==> src/smc_pkg.sv <==
// Constants, timing figures and state encodings shared by the memory controller files.
//
// Contract
// - Burst read beats follow on consecutive clocks.
// - Single-beat write runs read then write.
// - Next address may start SDRAM access early.
// - Open page hit skips row activation.
// - Timing: CL2, RCD2, RP2, RAS5, RC7, WR2.
// - Pipelined page-hit reads average 2.5 clocks.
// - Pipelined page-hit writes reach 2-1-1-1.
// - One to eight blocks, 72 bits wide.
// - Every component has four internal banks.
// - Bus slave only, never a master.
// - Acknowledge address at once when bus idle.
// - Otherwise acknowledge with or after last beat.
// - Start when target free, drive when granted.
// - Latch write data when buffer and bus allow.
// - Odd read parity per lane, forcible even.
// - Check write lanes, log, machine check.
// - Optional parity check on all bus transfers.
// - Check four address lanes every address phase.
// - Never drive address parity.
// - Retry suppresses read data and write commit.
// - Cache claim sampled second edge after start.
package mc_pkg;
   // SDRAM timing in clock periods.
   localparam logic [3:0] CAS_LAT = 4'h2;
   localparam logic [3:0] T_RCD = 4'h2;
   localparam logic [3:0] T_RP = 4'h2;
   localparam logic [3:0] T_RAS = 4'h5;
   localparam logic [3:0] T_RC = 4'h7;
   localparam logic [3:0] T_WR = 4'h2;
   localparam logic [3:0] CNT_SAT = 4'hF;
   localparam int RD_PIPE = 3;
   // Transfer shape.
   localparam logic [2:0] BURST_BEATS = 3'h4;
   localparam logic [2:0] SINGLE_BEATS = 3'h1;
   localparam logic [1:0] CLAIM_DELAY = 2'h2;
   localparam int LANES = 8;
   localparam int ADDR_LANES = 4;
   localparam int DATA_W = 64;
   localparam int SD_W = 72;
   localparam int NUM_BANKS = 4;
   // Address split: block, bank, row and beat column.
   localparam int BLK_LSB = 26;
   localparam int BANK_LSB = 24;
   localparam int ROW_LSB = 11;
   localparam int ROW_W = 13;
   localparam int COL_LSB = 3;
   localparam int COL_W = 8;
   // Read credits with and without the data bus granted.
   localparam logic [2:0] CREDIT_IDLE = 3'h2;
   localparam logic [2:0] CREDIT_GRANT = 3'h4;
   // SDRAM commands as {ras_n, cas_n, we_n}.
   localparam logic [2:0] CMD_NOP = 3'h7;
   localparam logic [2:0] CMD_ACT = 3'h3;
   localparam logic [2:0] CMD_READ = 3'h5;
   localparam logic [2:0] CMD_WRITE = 3'h4;
   localparam logic [2:0] CMD_PRE = 3'h2;
   // Access engine states, Gray coded along the longest path, E_IDLE through E_PRE, E_ACT and E_RMW to E_RW.
   typedef enum logic [2:0] {
      E_IDLE = 3'h0,
      E_PRE = 3'h1,
      E_ACT = 3'h3,
      E_RMW = 3'h2,
      E_RW = 3'h6
   } eng_t;
endpackage

==> src/smc_pair_buf.sv <==
// Two-entry data buffer with valid and ready on both sides.
`timescale 1ns/100ps
module mc_pair_buf #(
   parameter int W = 72
) (
   // Clock and reset.
   input wire logic clk,
   input wire logic rst,
   // Filling side.
   input wire logic in_valid,
   output logic in_ready,
   input wire logic [W-1:0] in_data,
   // Draining side.
   output logic out_valid,
   input wire logic out_ready,
   output logic [W-1:0] out_data,
   // Fill level.
   output logic [1:0] count
);
   logic [W-1:0] mem_reg [2];
   logic head_reg;
   logic tail_reg;
   logic [1:0] count_reg;
   logic push;
   logic pop;

   // Full and empty come straight from the fill count.
   assign in_ready = (count_reg != 2'h2);
   assign out_valid = (count_reg != 2'h0);
   assign out_data = mem_reg[head_reg];
   assign count = count_reg;
   assign push = in_valid && in_ready;
   assign pop = out_valid && out_ready;

   // Storage is written at the tail pointer.
   always_ff @(posedge clk) begin
      if (push) begin
         mem_reg[tail_reg] <= in_data;
      end
   end

   // Pointers and count move with each push and pop.
   always_ff @(posedge clk) begin
      if (rst) begin
         head_reg <= 1'b0;
         tail_reg <= 1'b0;
         count_reg <= 2'h0;
      end else begin
         if (push) begin
            tail_reg <= !tail_reg;
         end
         if (pop) begin
            head_reg <= !head_reg;
         end
         if (push && !pop) begin
            count_reg <= count_reg + 2'h1;
         end else if (pop && !push) begin
            count_reg <= count_reg - 2'h1;
         end
      end
   end
endmodule

==> src/system_memory_controller.sv <==
// Processor bus slave front end that runs SDRAM cycles with page holding and bus parity checks.
`timescale 1ns/100ps
module system_memory_controller
   import mc_pkg::*;
(
   // Clock and reset.
   input wire logic CLK,
   input wire logic RST,
   // Address tenure.
   input wire logic TRANSFER_START_N,
   input wire logic [31:0] ADDR,
   input wire logic [ADDR_LANES-1:0] ADDRESS_LANE_PARITY,
   input wire logic READ,
   input wire logic BURST,
   input wire logic [LANES-1:0] BYTE_EN,
   input wire logic GLOBAL_COHERENT_N,
   input wire logic CACHE_CLAIM_N,
   input wire logic ADDRESS_RETRY_N,
   output logic ADDRESS_ACKNOWLEDGE_N,
   // Data tenure.
   input wire logic DATA_BUS_GRANT_N,
   input wire logic OTHER_DATA_BUSY,
   input wire logic BUS_TA_N,
   input wire logic [DATA_W-1:0] DATA_IN,
   input wire logic [LANES-1:0] DATA_LANE_PARITY_IN,
   output logic TA_N,
   output logic DATA_OE,
   output logic [DATA_W-1:0] DATA_OUT,
   output logic [LANES-1:0] DATA_LANE_PARITY,
   // Configuration and status.
   input wire logic CACHE_PRESENT,
   input wire logic [LANES-1:0] FORCE_EVEN_PARITY,
   input wire logic CHECK_ALL_PARITY,
   input wire logic MCHECK_EN,
   input wire logic PARITY_LOG_CLR,
   output logic [ADDR_LANES-1:0] ADDR_PARITY_LOG,
   output logic [LANES-1:0] DATA_PARITY_LOG,
   output logic MCHECK_N,
   // SDRAM.
   output logic [7:0] SD_CS_N,
   output logic [2:0] SD_CMD,
   output logic [1:0] SD_BA,
   output logic [ROW_W-1:0] SD_A,
   output logic [SD_W-1:0] SD_DQ_OUT,
   output logic SD_DQ_OE,
   input wire logic [SD_W-1:0] SD_DQ_IN
);
   logic a_valid_reg, a_claimed_reg, a_taken_reg, a_aacked_reg, a_read_reg, a_burst_reg;
   logic [1:0] a_wait_reg;
   logic [31:0] a_addr_reg;
   logic [LANES-1:0] a_be_reg;
   logic dt_active_reg, dt_read_reg;
   logic [2:0] dt_left_reg;
   eng_t e_state_reg;
   logic [31:0] e_addr_reg;
   logic e_read_reg, e_wr_reg, e_abort_reg, rmw_sent_reg;
   logic [2:0] e_beats_reg, e_issued_reg;
   logic [LANES-1:0] e_be_reg;
   logic [DATA_W-1:0] merge_reg;
   logic [3:0] act_cnt_reg, pre_cnt_reg, wr_cnt_reg;
   logic [RD_PIPE-1:0] rd_pipe_reg;
   logic [NUM_BANKS-1:0] open_v_reg;
   logic [2:0] open_blk_reg [NUM_BANKS];
   logic [ROW_W-1:0] open_row_reg [NUM_BANKS];
   logic [ADDR_LANES-1:0] apar_log_reg;
   logic [LANES-1:0] dpar_log_reg;
   logic address_acknowledge_n_now, rd_ta, wr_ta, ta_now, dt_last_now, eng_take, page_hit, wr_clear;
   logic rd_arrive, issue_rd, issue_wr, rd_room;
   logic [2:0] cmd, inflight, blk_sel;
   logic [1:0] ba_sel;
   logic [ROW_W-1:0] a_sel;
   logic [DATA_W-1:0] wdata;
   logic [LANES-1:0] chk, gen_par, dpar_err;
   logic [ADDR_LANES-1:0] apar_err;
   logic buf_in_valid, buf_in_ready, buf_out_valid, buf_out_ready;
   logic [SD_W-1:0] buf_in_data, buf_out_data;
   logic [1:0] buf_count;
   logic [1:0] s_bank, e_bank;
   logic [2:0] s_blk;

   ////////////////////////////////////////////////////////////////////////////////
   // Address tenure. There is no address or address parity output: the block never masters.

   assign s_bank = a_addr_reg[BANK_LSB +: 2];
   assign s_blk = a_addr_reg[BLK_LSB +: 3];
   assign dt_last_now = ta_now && (dt_left_reg == SINGLE_BEATS);
   // Acknowledge at once on an idle bus, else with our own last beat; another slave's tenure holds it off.
   assign address_acknowledge_n_now = a_valid_reg && a_claimed_reg && a_taken_reg && !a_aacked_reg &&
      ((!dt_active_reg && !OTHER_DATA_BUSY) || dt_last_now);
   assign ADDRESS_ACKNOWLEDGE_N = !address_acknowledge_n_now;

   // The slot holds one request from its start through the retry window after acknowledge.
   always_ff @(posedge CLK) begin
      if (RST) begin
         a_valid_reg <= 1'b0;
         a_claimed_reg <= 1'b0;
         a_taken_reg <= 1'b0;
         a_aacked_reg <= 1'b0;
         a_wait_reg <= 2'h0;
      end else if (!a_valid_reg && !TRANSFER_START_N) begin
         a_valid_reg <= 1'b1;
         // The edge that takes the start is the first of two; the claim is sampled on the second.
         a_wait_reg <= CACHE_PRESENT ? CLAIM_DELAY - 2'h1 : 2'h0;
         a_claimed_reg <= !CACHE_PRESENT;
         a_taken_reg <= 1'b0;
         a_aacked_reg <= 1'b0;
      end else if (a_valid_reg) begin
         if (!a_claimed_reg) begin
            if (a_wait_reg == 2'h1) begin
               a_claimed_reg <= CACHE_CLAIM_N;
               a_valid_reg <= CACHE_CLAIM_N;
            end
            a_wait_reg <= a_wait_reg - 2'h1;
         end
         if (eng_take) begin
            a_taken_reg <= 1'b1;
         end
         if (address_acknowledge_n_now) begin
            a_aacked_reg <= 1'b1;
         end
         if (a_aacked_reg) begin
            a_valid_reg <= 1'b0;
         end
      end
   end

   // Request fields are caught with the transfer start.
   always_ff @(posedge CLK) begin
      if (!a_valid_reg && !TRANSFER_START_N) begin
         a_addr_reg <= ADDR;
         a_read_reg <= READ;
         a_burst_reg <= BURST;
         a_be_reg <= BYTE_EN;
      end
   end

   ////////////////////////////////////////////////////////////////////////////////
   // Data tenure.

   assign rd_ta = dt_active_reg && dt_read_reg && buf_out_valid && !DATA_BUS_GRANT_N;
   assign wr_ta = dt_active_reg && !dt_read_reg && e_wr_reg && buf_in_ready && !DATA_BUS_GRANT_N;
   assign ta_now = rd_ta || wr_ta;
   assign TA_N = !ta_now;
   assign DATA_OE = rd_ta;
   assign DATA_OUT = buf_out_data[DATA_W-1:0];
   assign DATA_LANE_PARITY = buf_out_data[SD_W-1:DATA_W];

   // A tenure opens only when the retry window closes without a retry.
   always_ff @(posedge CLK) begin
      if (RST) begin
         dt_active_reg <= 1'b0;
         dt_read_reg <= 1'b0;
         dt_left_reg <= 3'h0;
      end else if (a_valid_reg && a_aacked_reg && ADDRESS_RETRY_N) begin
         dt_active_reg <= 1'b1;
         dt_read_reg <= a_read_reg;
         dt_left_reg <= a_burst_reg ? BURST_BEATS : SINGLE_BEATS;
      end else if (ta_now) begin
         dt_left_reg <= dt_left_reg - 3'h1;
         dt_active_reg <= !dt_last_now;
      end
   end

   ////////////////////////////////////////////////////////////////////////////////
   // SDRAM access engine.

   assign e_bank = e_addr_reg[BANK_LSB +: 2];
   assign page_hit = open_v_reg[s_bank] && (open_blk_reg[s_bank] == s_blk) &&
      (open_row_reg[s_bank] == a_addr_reg[ROW_LSB +: ROW_W]);
   // A write may only take the shared buffer once reads have fully drained.
   assign wr_clear = (buf_count == 2'h0) && (rd_pipe_reg == '0) && !(dt_active_reg && dt_read_reg);
   // Taking the next request while the last tenure still runs starts its SDRAM access early.
   assign eng_take = (e_state_reg == E_IDLE) && a_valid_reg && a_claimed_reg && !a_taken_reg &&
      (a_read_reg || wr_clear);
   assign rd_arrive = rd_pipe_reg[RD_PIPE-1];
   assign inflight = 3'($countones(rd_pipe_reg));
   // Read credits widen while the data bus is granted so beats stream back to back.
   assign rd_room = ({1'b0, buf_count} + inflight) < (DATA_BUS_GRANT_N ? CREDIT_IDLE : CREDIT_GRANT);

   // Command choice for the current state and timers.
   always_comb begin
      cmd = CMD_NOP;
      issue_rd = 1'b0;
      issue_wr = 1'b0;
      blk_sel = e_addr_reg[BLK_LSB +: 3];
      ba_sel = e_bank;
      a_sel = {5'h00, e_addr_reg[COL_LSB+2 +: COL_W-2], 2'(e_addr_reg[COL_LSB +: 2] + e_issued_reg[1:0])};
      case (e_state_reg)
         E_PRE: begin
            if (act_cnt_reg >= T_RAS && wr_cnt_reg >= T_WR) begin
               cmd = CMD_PRE;
               blk_sel = open_blk_reg[e_bank];
            end
         end
         E_ACT: begin
            if (pre_cnt_reg >= T_RP && act_cnt_reg >= T_RC) begin
               cmd = CMD_ACT;
               a_sel = e_addr_reg[ROW_LSB +: ROW_W];
            end
         end
         E_RMW: begin
            if (act_cnt_reg >= T_RCD && !rmw_sent_reg) begin
               cmd = CMD_READ;
            end
         end
         E_RW: begin
            if (!e_abort_reg && act_cnt_reg >= T_RCD) begin
               if (e_read_reg && e_issued_reg < e_beats_reg && dt_active_reg && dt_read_reg &&
                   !DATA_BUS_GRANT_N && rd_room) begin
                  cmd = CMD_READ;
                  issue_rd = 1'b1;
               end else if (!e_read_reg && buf_out_valid) begin
                  cmd = CMD_WRITE;
                  issue_wr = 1'b1;
               end
            end
         end
         default: cmd = CMD_NOP;
      endcase
   end

   // Engine sequence; a page hit goes straight to column commands.
   always_ff @(posedge CLK) begin
      if (RST) begin
         e_state_reg <= E_IDLE;
         e_wr_reg <= 1'b0;
         e_abort_reg <= 1'b0;
         rmw_sent_reg <= 1'b0;
         e_issued_reg <= 3'h0;
      end else begin
         case (e_state_reg)
            E_IDLE: begin
               if (eng_take) begin
                  e_addr_reg <= a_addr_reg;
                  e_read_reg <= a_read_reg;
                  e_be_reg <= a_be_reg;
                  e_beats_reg <= a_burst_reg ? BURST_BEATS : SINGLE_BEATS;
                  e_issued_reg <= 3'h0;
                  e_abort_reg <= 1'b0;
                  rmw_sent_reg <= 1'b0;
                  e_wr_reg <= !a_read_reg;
                  if (page_hit) begin
                     e_state_reg <= (!a_read_reg && !a_burst_reg) ? E_RMW : E_RW;
                  end else begin
                     e_state_reg <= open_v_reg[s_bank] ? E_PRE : E_ACT;
                  end
               end
            end
            E_PRE: begin
               if (cmd == CMD_PRE) begin
                  e_state_reg <= E_ACT;
               end
            end
            E_ACT: begin
               if (cmd == CMD_ACT) begin
                  e_state_reg <= (!e_read_reg && e_beats_reg == SINGLE_BEATS) ? E_RMW : E_RW;
               end
            end
            E_RMW: begin
               if (cmd == CMD_READ) begin
                  rmw_sent_reg <= 1'b1;
               end
               if (rd_arrive) begin
                  e_state_reg <= E_RW;
               end
            end
            E_RW: begin
               if (e_abort_reg || ((issue_rd || issue_wr) && e_issued_reg == e_beats_reg - 3'h1)) begin
                  e_state_reg <= E_IDLE;
                  e_wr_reg <= 1'b0;
               end
               if (issue_rd || issue_wr) begin
                  e_issued_reg <= e_issued_reg + 3'h1;
               end
            end
            default: e_state_reg <= E_IDLE;
         endcase
         if (a_valid_reg && a_aacked_reg && !ADDRESS_RETRY_N) begin
            e_abort_reg <= 1'b1;
         end
      end
   end

   // The read half of a single-beat write lands here for merging.
   always_ff @(posedge CLK) begin
      if (e_state_reg == E_RMW && rd_arrive) begin
         merge_reg <= SD_DQ_IN[DATA_W-1:0];
      end
   end

   // Timers since the last activate, precharge and write; pipe of reads in flight.
   always_ff @(posedge CLK) begin
      if (RST) begin
         act_cnt_reg <= CNT_SAT;
         pre_cnt_reg <= CNT_SAT;
         wr_cnt_reg <= CNT_SAT;
         rd_pipe_reg <= '0;
      end else begin
         act_cnt_reg <= (cmd == CMD_ACT) ? 4'h1 : (act_cnt_reg == CNT_SAT ? CNT_SAT : act_cnt_reg + 4'h1);
         pre_cnt_reg <= (cmd == CMD_PRE) ? 4'h1 : (pre_cnt_reg == CNT_SAT ? CNT_SAT : pre_cnt_reg + 4'h1);
         wr_cnt_reg <= (cmd == CMD_WRITE) ? 4'h1 : (wr_cnt_reg == CNT_SAT ? CNT_SAT : wr_cnt_reg + 4'h1);
         rd_pipe_reg <= {rd_pipe_reg[RD_PIPE-2:0], cmd == CMD_READ};
      end
   end

   // Open rows stay recorded per bank until precharged.
   always_ff @(posedge CLK) begin
      if (RST) begin
         open_v_reg <= '0;
         for (int i = 0; i < NUM_BANKS; i++) begin
            open_blk_reg[i] <= 3'h0;
            open_row_reg[i] <= '0;
         end
      end else if (cmd == CMD_ACT) begin
         open_v_reg[e_bank] <= 1'b1;
         open_blk_reg[e_bank] <= e_addr_reg[BLK_LSB +: 3];
         open_row_reg[e_bank] <= e_addr_reg[ROW_LSB +: ROW_W];
      end else if (cmd == CMD_PRE) begin
         open_v_reg[e_bank] <= 1'b0;
      end
   end

   // Write data merge, check byte and read parity per lane.
   always_comb begin
      for (int i = 0; i < LANES; i++) begin
         wdata[8*i +: 8] = (e_beats_reg == SINGLE_BEATS && !e_be_reg[i]) ? merge_reg[8*i +: 8] :
            buf_out_data[8*i +: 8];
         chk[i] = ~^wdata[8*i +: 8];
         gen_par[i] = (~^SD_DQ_IN[8*i +: 8]) ^ FORCE_EVEN_PARITY[i];
      end
   end

   // SDRAM pins are registered; one chip select per 72-bit block.
   always_ff @(posedge CLK) begin
      if (RST) begin
         SD_CMD <= CMD_NOP;
         SD_CS_N <= 8'hFF;
         SD_BA <= 2'h0;
         SD_A <= '0;
         SD_DQ_OUT <= '0;
         SD_DQ_OE <= 1'b0;
      end else begin
         SD_CMD <= cmd;
         SD_CS_N <= (cmd == CMD_NOP) ? 8'hFF : ~(8'h01 << blk_sel);
         SD_BA <= ba_sel;
         SD_A <= a_sel;
         SD_DQ_OUT <= {chk, wdata};
         SD_DQ_OE <= issue_wr;
      end
   end

   ////////////////////////////////////////////////////////////////////////////////
   // Shared data buffer: bus writes fill it toward SDRAM, SDRAM reads fill it toward the bus.

   assign buf_in_valid = e_wr_reg ? wr_ta : (rd_arrive && e_state_reg != E_RMW);
   assign buf_in_data = e_wr_reg ? {DATA_LANE_PARITY_IN, DATA_IN} : {gen_par, SD_DQ_IN[DATA_W-1:0]};
   assign buf_out_ready = e_wr_reg ? issue_wr : rd_ta;

   mc_pair_buf #(.W(SD_W)) data_buf (
      .clk(CLK),
      .rst(RST),
      .in_valid(buf_in_valid),
      .in_ready(buf_in_ready),
      .in_data(buf_in_data),
      .out_valid(buf_out_valid),
      .out_ready(buf_out_ready),
      .out_data(buf_out_data),
      .count(buf_count)
   );

   ////////////////////////////////////////////////////////////////////////////////
   // Bus parity checking and logging.

   // Lanes with even parity raise errors.
   always_comb begin
      for (int i = 0; i < LANES; i++) begin
         dpar_err[i] = (wr_ta || (CHECK_ALL_PARITY && !BUS_TA_N && !rd_ta)) &&
            !(^{DATA_IN[8*i +: 8], DATA_LANE_PARITY_IN[i]});
      end
      for (int j = 0; j < ADDR_LANES; j++) begin
         apar_err[j] = !TRANSFER_START_N && !(^{ADDR[8*j +: 8], ADDRESS_LANE_PARITY[j]});
      end
   end

   // Logs are sticky; a new error wins over a clear in the same cycle.
   always_ff @(posedge CLK) begin
      if (RST) begin
         apar_log_reg <= '0;
         dpar_log_reg <= '0;
         MCHECK_N <= 1'b1;
      end else begin
         apar_log_reg <= apar_err | (apar_log_reg & {ADDR_LANES{!PARITY_LOG_CLR}});
         dpar_log_reg <= dpar_err | (dpar_log_reg & {LANES{!PARITY_LOG_CLR}});
         MCHECK_N <= !(MCHECK_EN && (|apar_log_reg || |dpar_log_reg));
      end
   end

   assign ADDR_PARITY_LOG = apar_log_reg;
   assign DATA_PARITY_LOG = dpar_log_reg;

   ////////////////////////////////////////////////////////////////////////////////
   // Checks.

   a_idle_address_acknowledge_n: assert property (@(posedge CLK) disable iff (RST)
      (a_valid_reg && a_claimed_reg && a_taken_reg && !a_aacked_reg && !dt_active_reg && !OTHER_DATA_BUSY)
      |-> !ADDRESS_ACKNOWLEDGE_N) else $error("address not acknowledged on idle bus");
   a_other_holdoff: assert property (@(posedge CLK) disable iff (RST)
      (OTHER_DATA_BUSY && !dt_active_reg) |-> ADDRESS_ACKNOWLEDGE_N) else $error("acknowledge during other tenure");
   a_retry_no_ta: assert property (@(posedge CLK) disable iff (RST)
      (a_aacked_reg && !ADDRESS_RETRY_N) |=> TA_N [*3]) else $error("data moved after retry");
   a_rcd_gap: assert property (@(posedge CLK) disable iff (RST)
      (SD_CMD == CMD_ACT) |=> (SD_CMD != CMD_READ && SD_CMD != CMD_WRITE)) else $error("column command too soon");
   a_ras_gap: assert property (@(posedge CLK) disable iff (RST)
      (SD_CMD == CMD_ACT) |=> (SD_CMD != CMD_PRE) [*4]) else $error("precharge before active time");
   a_hit_no_act: assert property (@(posedge CLK) disable iff (RST)
      (eng_take && page_hit) |=> (SD_CMD != CMD_ACT) [*2]) else $error("activate on page hit");
   a_claim_ignore: assert property (@(posedge CLK) disable iff (RST)
      (a_valid_reg && !a_claimed_reg && a_wait_reg == 2'h1 && !CACHE_CLAIM_N) |=> !a_valid_reg && ADDRESS_ACKNOWLEDGE_N)
      else $error("claimed cycle not ignored");
   a_burst_stream: assert property (@(posedge CLK) disable iff (RST)
      (rd_ta && dt_left_reg == BURST_BEATS) |=> (!TA_N || DATA_BUS_GRANT_N) [*3]) else $error("gap inside read burst");
   a_dpar_log: assert property (@(posedge CLK) disable iff (RST)
      (wr_ta && !(^{DATA_IN[7:0], DATA_LANE_PARITY_IN[0]})) |=> DATA_PARITY_LOG[0]) else $error("lane error not logged");
endmodule

==> config.mk <==
export PLATFORM = sky130hd
export DESIGN_NAME = system_memory_controller
export DESIGN_NICKNAME = d
export VERILOG_FILES = /design/src/smc_pkg.sv /design/src/smc_pair_buf.sv /design/src/system_memory_controller.sv
export SDC_FILE = /design/constraint.sdc
export NUM_CORES = 1
export LEC_CHECK = 0
export BUFFER_PORTS_ARGS = -buffer_cell sky130_fd_sc_hd__buf_2
export CORE_MARGIN = 5
export CORE_UTILIZATION = 45
export DETAILED_ROUTE_END_ITERATION = 8
export GPL_TIMING_DRIVEN = 0
export PLACE_DENSITY_LB_ADDON = 0.1
export SYNTH_ARGS = -nofsm -noshare
export SYNTH_HDL_FRONTEND = slang
export SYNTH_HIERARCHICAL = 1
export SYNTH_SLANG_ARGS = --single-unit
==> constraint.sdc <==
create_clock -name CLK -period 7.8 [get_ports CLK]
set_clock_uncertainty 0.15 [all_clocks]
set_input_delay 1.95 -clock CLK [delete_from_list [all_inputs] [get_ports CLK]]
set_output_delay 1.95 -clock CLK [all_outputs]
set_load 0.01 [all_outputs]
* Yosys cells after proc, flatten, opt, wreduce, memory -nomap -nowiden
Memory sizes are Yosys's and may differ from the RTL's. A register that Yosys moved wholly into a read port is not among the register bits. Index checks and enable logic that the tools add are counted.
Operators by class: mux-type cells 101, order comparisons 10, reductions and logical operators 181, shifts and indexed selects 1, bitwise logic cells 19, equality and inequality tests 28, add/sub/neg operators 13
Operator list (count):
- XNOR reduction 8 bit | 16
- XOR reduction 9 bit | 12
- 2-to-1 mux 8 bit | 10
- 2-to-1 mux 72 bit | 1
- logical AND 1 bit | 68
- 2-to-1 mux 3 bit | 19
- logical NOT 1 bit | 47
- 2-to-1 mux 1 bit | 40
- 2-to-1 mux 4 bit | 8
- 2-to-1 mux 2 bit | 15
- nonzero test 2 bit | 9
- != test 2 bit, second input constant | 8
- case mux 3 bit (5 select lines) | 1
- OR reduction 3 bit | 5
- == test 13 bit | 1
- 2-to-1 mux 13 bit | 1
- OR reduction 13 bit | 1
- adder 4 x 1 -> 4 bit, second input constant | 3
- == test 3 x 2 -> 1 bit, second input constant | 4
- == test 3 bit, second input constant | 4
- == test 4 bit, second input constant | 3
- greater-or-equal comparator 4 x 2 -> 1 bit, second input constant | 3
- case mux 3 bit (4 select lines) | 1
- AND reduction 3 bit | 4
- 38 further kinds | 69
Storage, ports and cells: input port bits 211, output and inout port bits 187, register bits 299, memory bits (writable) 208, logic and storage cells 399, memories kept 3
Memory list:
- data_buf.mem_reg | depth 2, width 72, read ports 1, clocked after Yosys merged registers in 1, write ports 1, line smc_pair_buf.sv:20 | logic [W-1:0] mem_reg [2];
- open_row_reg | depth 4, width 13, read ports 1, clocked after Yosys merged registers in 1, write ports 4, line system_memory_controller.sv:64 | logic [ROW_W-1:0] open_row_reg [NUM_BANKS];
- open_blk_reg | depth 4, width 3, read ports 2, clocked after Yosys merged registers in 2, write ports 4, line system_memory_controller.sv:63 | logic [2:0] open_blk_reg [NUM_BANKS];

* Depth between registers and ports, before layout
depth after elaboration 15, gate-level depth with buffers 11, depth with buffers taken out 11

* By module
The synthesis kept the hierarchy.
By module, submodules not included:
- system_memory_controller | area each 16622.2 um2, times used 1, cells an instance 1431, seq. area each 9138.8 um2
- mc_pair_buf | area each 5407.7 um2, times used 1, cells an instance 248, seq. area each 4424.2 um2

* Worst setup path before layout
Ideal clock, no wire load.
kind input -> output, start point in DATA_BUS_GRANT_N, end point out ADDRESS_ACKNOWLEDGE_N, required time 5.700 ns, data arrival time 2.723 ns, path buffers 0, path slack 2.977 ns, cell stages on the path 5, cell sequence nor2b_1 -> nand4b_1 -> nand2_1 -> nand3b_1 -> a21o_1
On the way: cells in the longest elaborated chain, start to end 7, elaborated cells on any way between the ends 8, classes of those cells 8 x reduce/logical
Ends and longest elaborated chain:
- start: declaration | line system_memory_controller.sv:21 | input wire logic DATA_BUS_GRANT_N,
- logical NOT 1 bit * | line system_memory_controller.sv:140, system_memory_controller.sv:141
- logical AND 1 bit (on tied branches) | line system_memory_controller.sv:140, system_memory_controller.sv:141
- logical OR 1 bit * | line system_memory_controller.sv:142 | assign ta_now = rd_ta || wr_ta;
- logical AND 1 bit * | line system_memory_controller.sv:86 | assign dt_last_now = ta_now && (dt_left_reg == SINGLE_BEATS);
- logical OR 1 bit * | line system_memory_controller.sv:89 | ((!dt_active_reg && !OTHER_DATA_BUSY) || dt_last_now);
- logical AND 1 bit * | line system_memory_controller.sv:88 | assign address_acknowledge_n_now = a_valid_reg && a_claimed_reg && a_taken_reg && !a_aacked_reg &&
- logical NOT 1 bit * | line system_memory_controller.sv:90 | assign ADDRESS_ACKNOWLEDGE_N = !address_acknowledge_n_now;
- end: declaration | line system_memory_controller.sv:19 | output logic ADDRESS_ACKNOWLEDGE_N,
Mark *: on every way between the ends. The rest lies on a longest branch, timed or not.

* Worst setup path in the final report
Ends and elaborated chain as after synthesis.

==> results.sh <==
export IMPL_status="complete, no violations"
export IMPL_r2r_end="open_row_reg[3][6]"
export IMPL_p_seq_frac=0.481
export IMPL_grt_start_max_net_pins=60
export IMPL_syn2layout_area_growth_pct=21.1
export IMPL_startpoint="DATA_BUS_GRANT_N"
export IMPL_vias=14600
export IMPL_endpoint_kind="output port"
export IMPL_cts_resized_gates=0
export IMPL_comb_power_share=0.114
export IMPL_p_switching_mw=1.50
export IMPL_grtUsageTotal=0.222
export IMPL_fin_crit_ns=5.38
export IMPL_clk_path_buf_depth=3
export IMPL_reg2reg_depth=7
export IMPL_core_area_um2=48600
export IMPL_fp_dieH_um=231
export IMPL_max_freq_mhz=186
export IMPL_grt_pass1_vias=14900
export IMPL_worstMarginPinSlew_ns=1.22
export IMPL_cts_tree="done"
export IMPL_maxSlewHeadroom=0.184
export IMPL_crit_fanout=6
export IMPL_htree_levels=2
export IMPL_netlist_area_um2=22000
export IMPL_required_ns=5.70
export IMPL_synthXorXnorAreaFrac=0.119
export IMPL_first_pass_iters=5
export IMPL_setup_violations=0
export IMPL_port_buffers=388
export IMPL_io_pin_count=398
export IMPL_reg2reg_from="e_state_reg[1]"
export IMPL_synth_compound_area_frac=0.0440
export IMPL_async_flop_share=0
export IMPL_clockRootBuffer="clkbuf_16"
export IMPL_holdPathEnd="e_addr_reg[5]"
export IMPL_placedCellCount=2694
export IMPL_drt_met1_wl_mm=26.7
export IMPL_initialDrtViolationCount=977
export IMPL_worstPathArrival_ns=3.28
export IMPL_syn_nets=1911
export IMPL_intPower_mw=4.79
export IMPL_total_leakage_power_nw=10.2
export IMPL_largest_reg_flops=144
export IMPL_r2r_setup_slack_ns=3.75
export IMPL_cts_buffers=53
export IMPL_finish_utilization=0.548
export IMPL_cts_sinks=505
export IMPL_synth_top_family_by_area="XOR/XNOR gates"
export IMPL_ys_warn_count=6
export IMPL_fillers=4181
export IMPL_highest_layer="met5"
export IMPL_drt_antenna_violating_nets=0
export IMPL_clockPowerShare=0.405
export IMPL_final_common_cell="buf_2"
export IMPL_switching_share=0.238
export IMPL_vias_per_cell=5.24
export IMPL_wl_met2_mm=29.0
export IMPL_drv_cap=0
export IMPL_drc=0
export IMPL_clock_latency_ns=0.59
export IMPL_num_nets_final=2359
export IMPL_route_met3_wl_mm=4.69
export IMPL_grt_overflow_total=0
export IMPL_routabilityCongestion=0.851
export IMPL_syn_inst=1679
export IMPL_antenna_found_initial=12
export IMPL_rows=81
export IMPL_grt_pass1_wl_mm=90.1
export IMPL_crit_type="in -> out"
export IMPL_yosysSeqAreaShare=0.616
export IMPL_cts_setup_buffers=0
export IMPL_ir_drop_v=0.000156
export IMPL_rsz0062_at_grt="false"
export IMPL_ys_flop_type="edfxtp_1"
export IMPL_synth_edff_count=345
export IMPL_postCtsHoldBufs=0
export IMPL_hold_depth=0
export IMPL_min_path_type="reg -> reg"
export IMPL_power_density_nw_per_um2=236
export IMPL_synth_area_per_cell_um2=13.1
export IMPL_most_common_layout_cells="buf_2, edfxtp_1, xnor2_1, nand2_1, dfxtp_1"
export IMPL_dp_hpwl_mm=45.3
export IMPL_die_width_um=231
export IMPL_initial_utilization=0.453
export IMPL_hold_viol_final=0
export IMPL_fin_cells=2797
export IMPL_synth_cell_type_count=64
export IMPL_multi_input_area_um2=8100
export IMPL_dieArea_um2=53500
export IMPL_power_total_mw=6.29
export IMPL_finalSetupTns_ns=0
export IMPL_seqCellArea_um2=13600
export IMPL_clkTransAtPathRegs_ns=0.06
export IMPL_synth_area_mux_share=0.100
export IMPL_yosys_area_share_simple=0.0908
export IMPL_wirelength_mm=61.8
export IMPL_synthAdderAreaFrac=0.0126
export IMPL_critPathLaunchType="input port"
export IMPL_wl_per_cell_um=22.1
export IMPL_slew_violations=0
export IMPL_drive_above_1_share=0.303
export IMPL_synth_seq_cells=505
export IMPL_hp_start="a_addr_reg[5]"
export IMPL_fin_crit_sh=0.689
[stage by stage]
| stage | setup WS (ns) | cell area (um^2) | hold WS [ns] |
|---|---|---|---|
| 2_1_floorplan | 2.98 | 22000 | 0.250 |
| 3_3_place_gp | 1.49 | 24800 | 0.252 |
| 3_5_place_dp | 2.44 | 24900 | 0.255 |
| 4_1_cts | 2.45 | 26700 | 0.269 |
| 5_1_grt | 2.31 | 26700 | 0.273 |
| 6_report | 2.42 | 26700 | 0.268 |
[cell usage after synthesis, types with 11 or more instances]
cell      instances  area, um^2
clkbuf_1         45         169
and3_1           50         313
mux2i_1          22         220
dfxtp_1         160        3200
nor2_1           54         203
ha_1             19         238
edfxtp_1        345       10400
a21oi_1          89         445
mux4_2           12         270
nor2b_1          14        87.6
xor2_1           37         324
o21ai_0          27         135
mux2_2          145        1630
nand2_1         183         687
buf_1            12        45.0
nand2b_1         18         113
nand3b_1         11        82.6
xnor2_1         263        2300
and2_1           26         163
nand3_1          17        85.1
inv_1            25        93.8
[final cells by class]
type / count / share of cell area
Sequential cell: 505 / 0.508
Multi-Input combinational cell: 1079 / 0.304
Timing Repair Buffer: 393 / 0.0774
Clock buffer: 76 / 0.0569
Tap cell: 622 / 0.0292
Buffer: 70 / 0.0112
Clock inverter: 22 / 0.00896
Inverter: 25 / 0.00361
Antenna cell: 5 / 0.000469
[how the worst max path moves through the flow]
stage | end | slack [ns] | cells after the start
global route | ADDRESS_ACKNOWLEDGE_N | 2.31 | 7
finish | ADDRESS_ACKNOWLEDGE_N | 2.42 | 7
CTS | ADDRESS_ACKNOWLEDGE_N | 2.45 | 7
global placement | data_buf/mem_reg[1][56] | 1.49 | 5
detailed placement | ADDRESS_ACKNOWLEDGE_N | 2.44 | 7
floorplan | ADDRESS_ACKNOWLEDGE_N | 2.98 | 5
[power by group through the flow]
stage          combinational [mW]  sequential (mW)  clock [mW]
2_1_floorplan               0.430             3.08           0
3_3_place_gp                0.699             3.08           0
3_5_place_dp                0.716             3.08           0
4_1_cts                     0.721             3.03        2.60
5_1_grt                     0.780             3.04        2.72
6_report                    0.714             3.03        2.55
[critical path: stages]
cell and delay [ns]:
buf_2 0.12, nor2b_1 0.20, nand3_1 0.25, nand2_1 0.27, nand3b_1 0.13, a21o_1 0.19, buf_2 0.17
[logic make-up (layout without fill, tap and decap cells)]
logic type,count (synthesis),count (layout)
buffers and inverters,95,586
adder cells (fa/ha/maj),21,21
XOR/XNOR,300,300
other,0,5
AND/OR/NAND/NOR,412,412
flip-flops,505,505
multiplexers,182,182
AO/OA/AOI/OAI,164,164
[routing by layer]
metal	vias to the layer above	GRT usage
li1	6867	-
met1	7175	0.304
met2	496	0.356
met3	97	0.0571
met4	10	0.0581
met5	-	0
No activity file was read; power rests on OpenSTA's default activity.
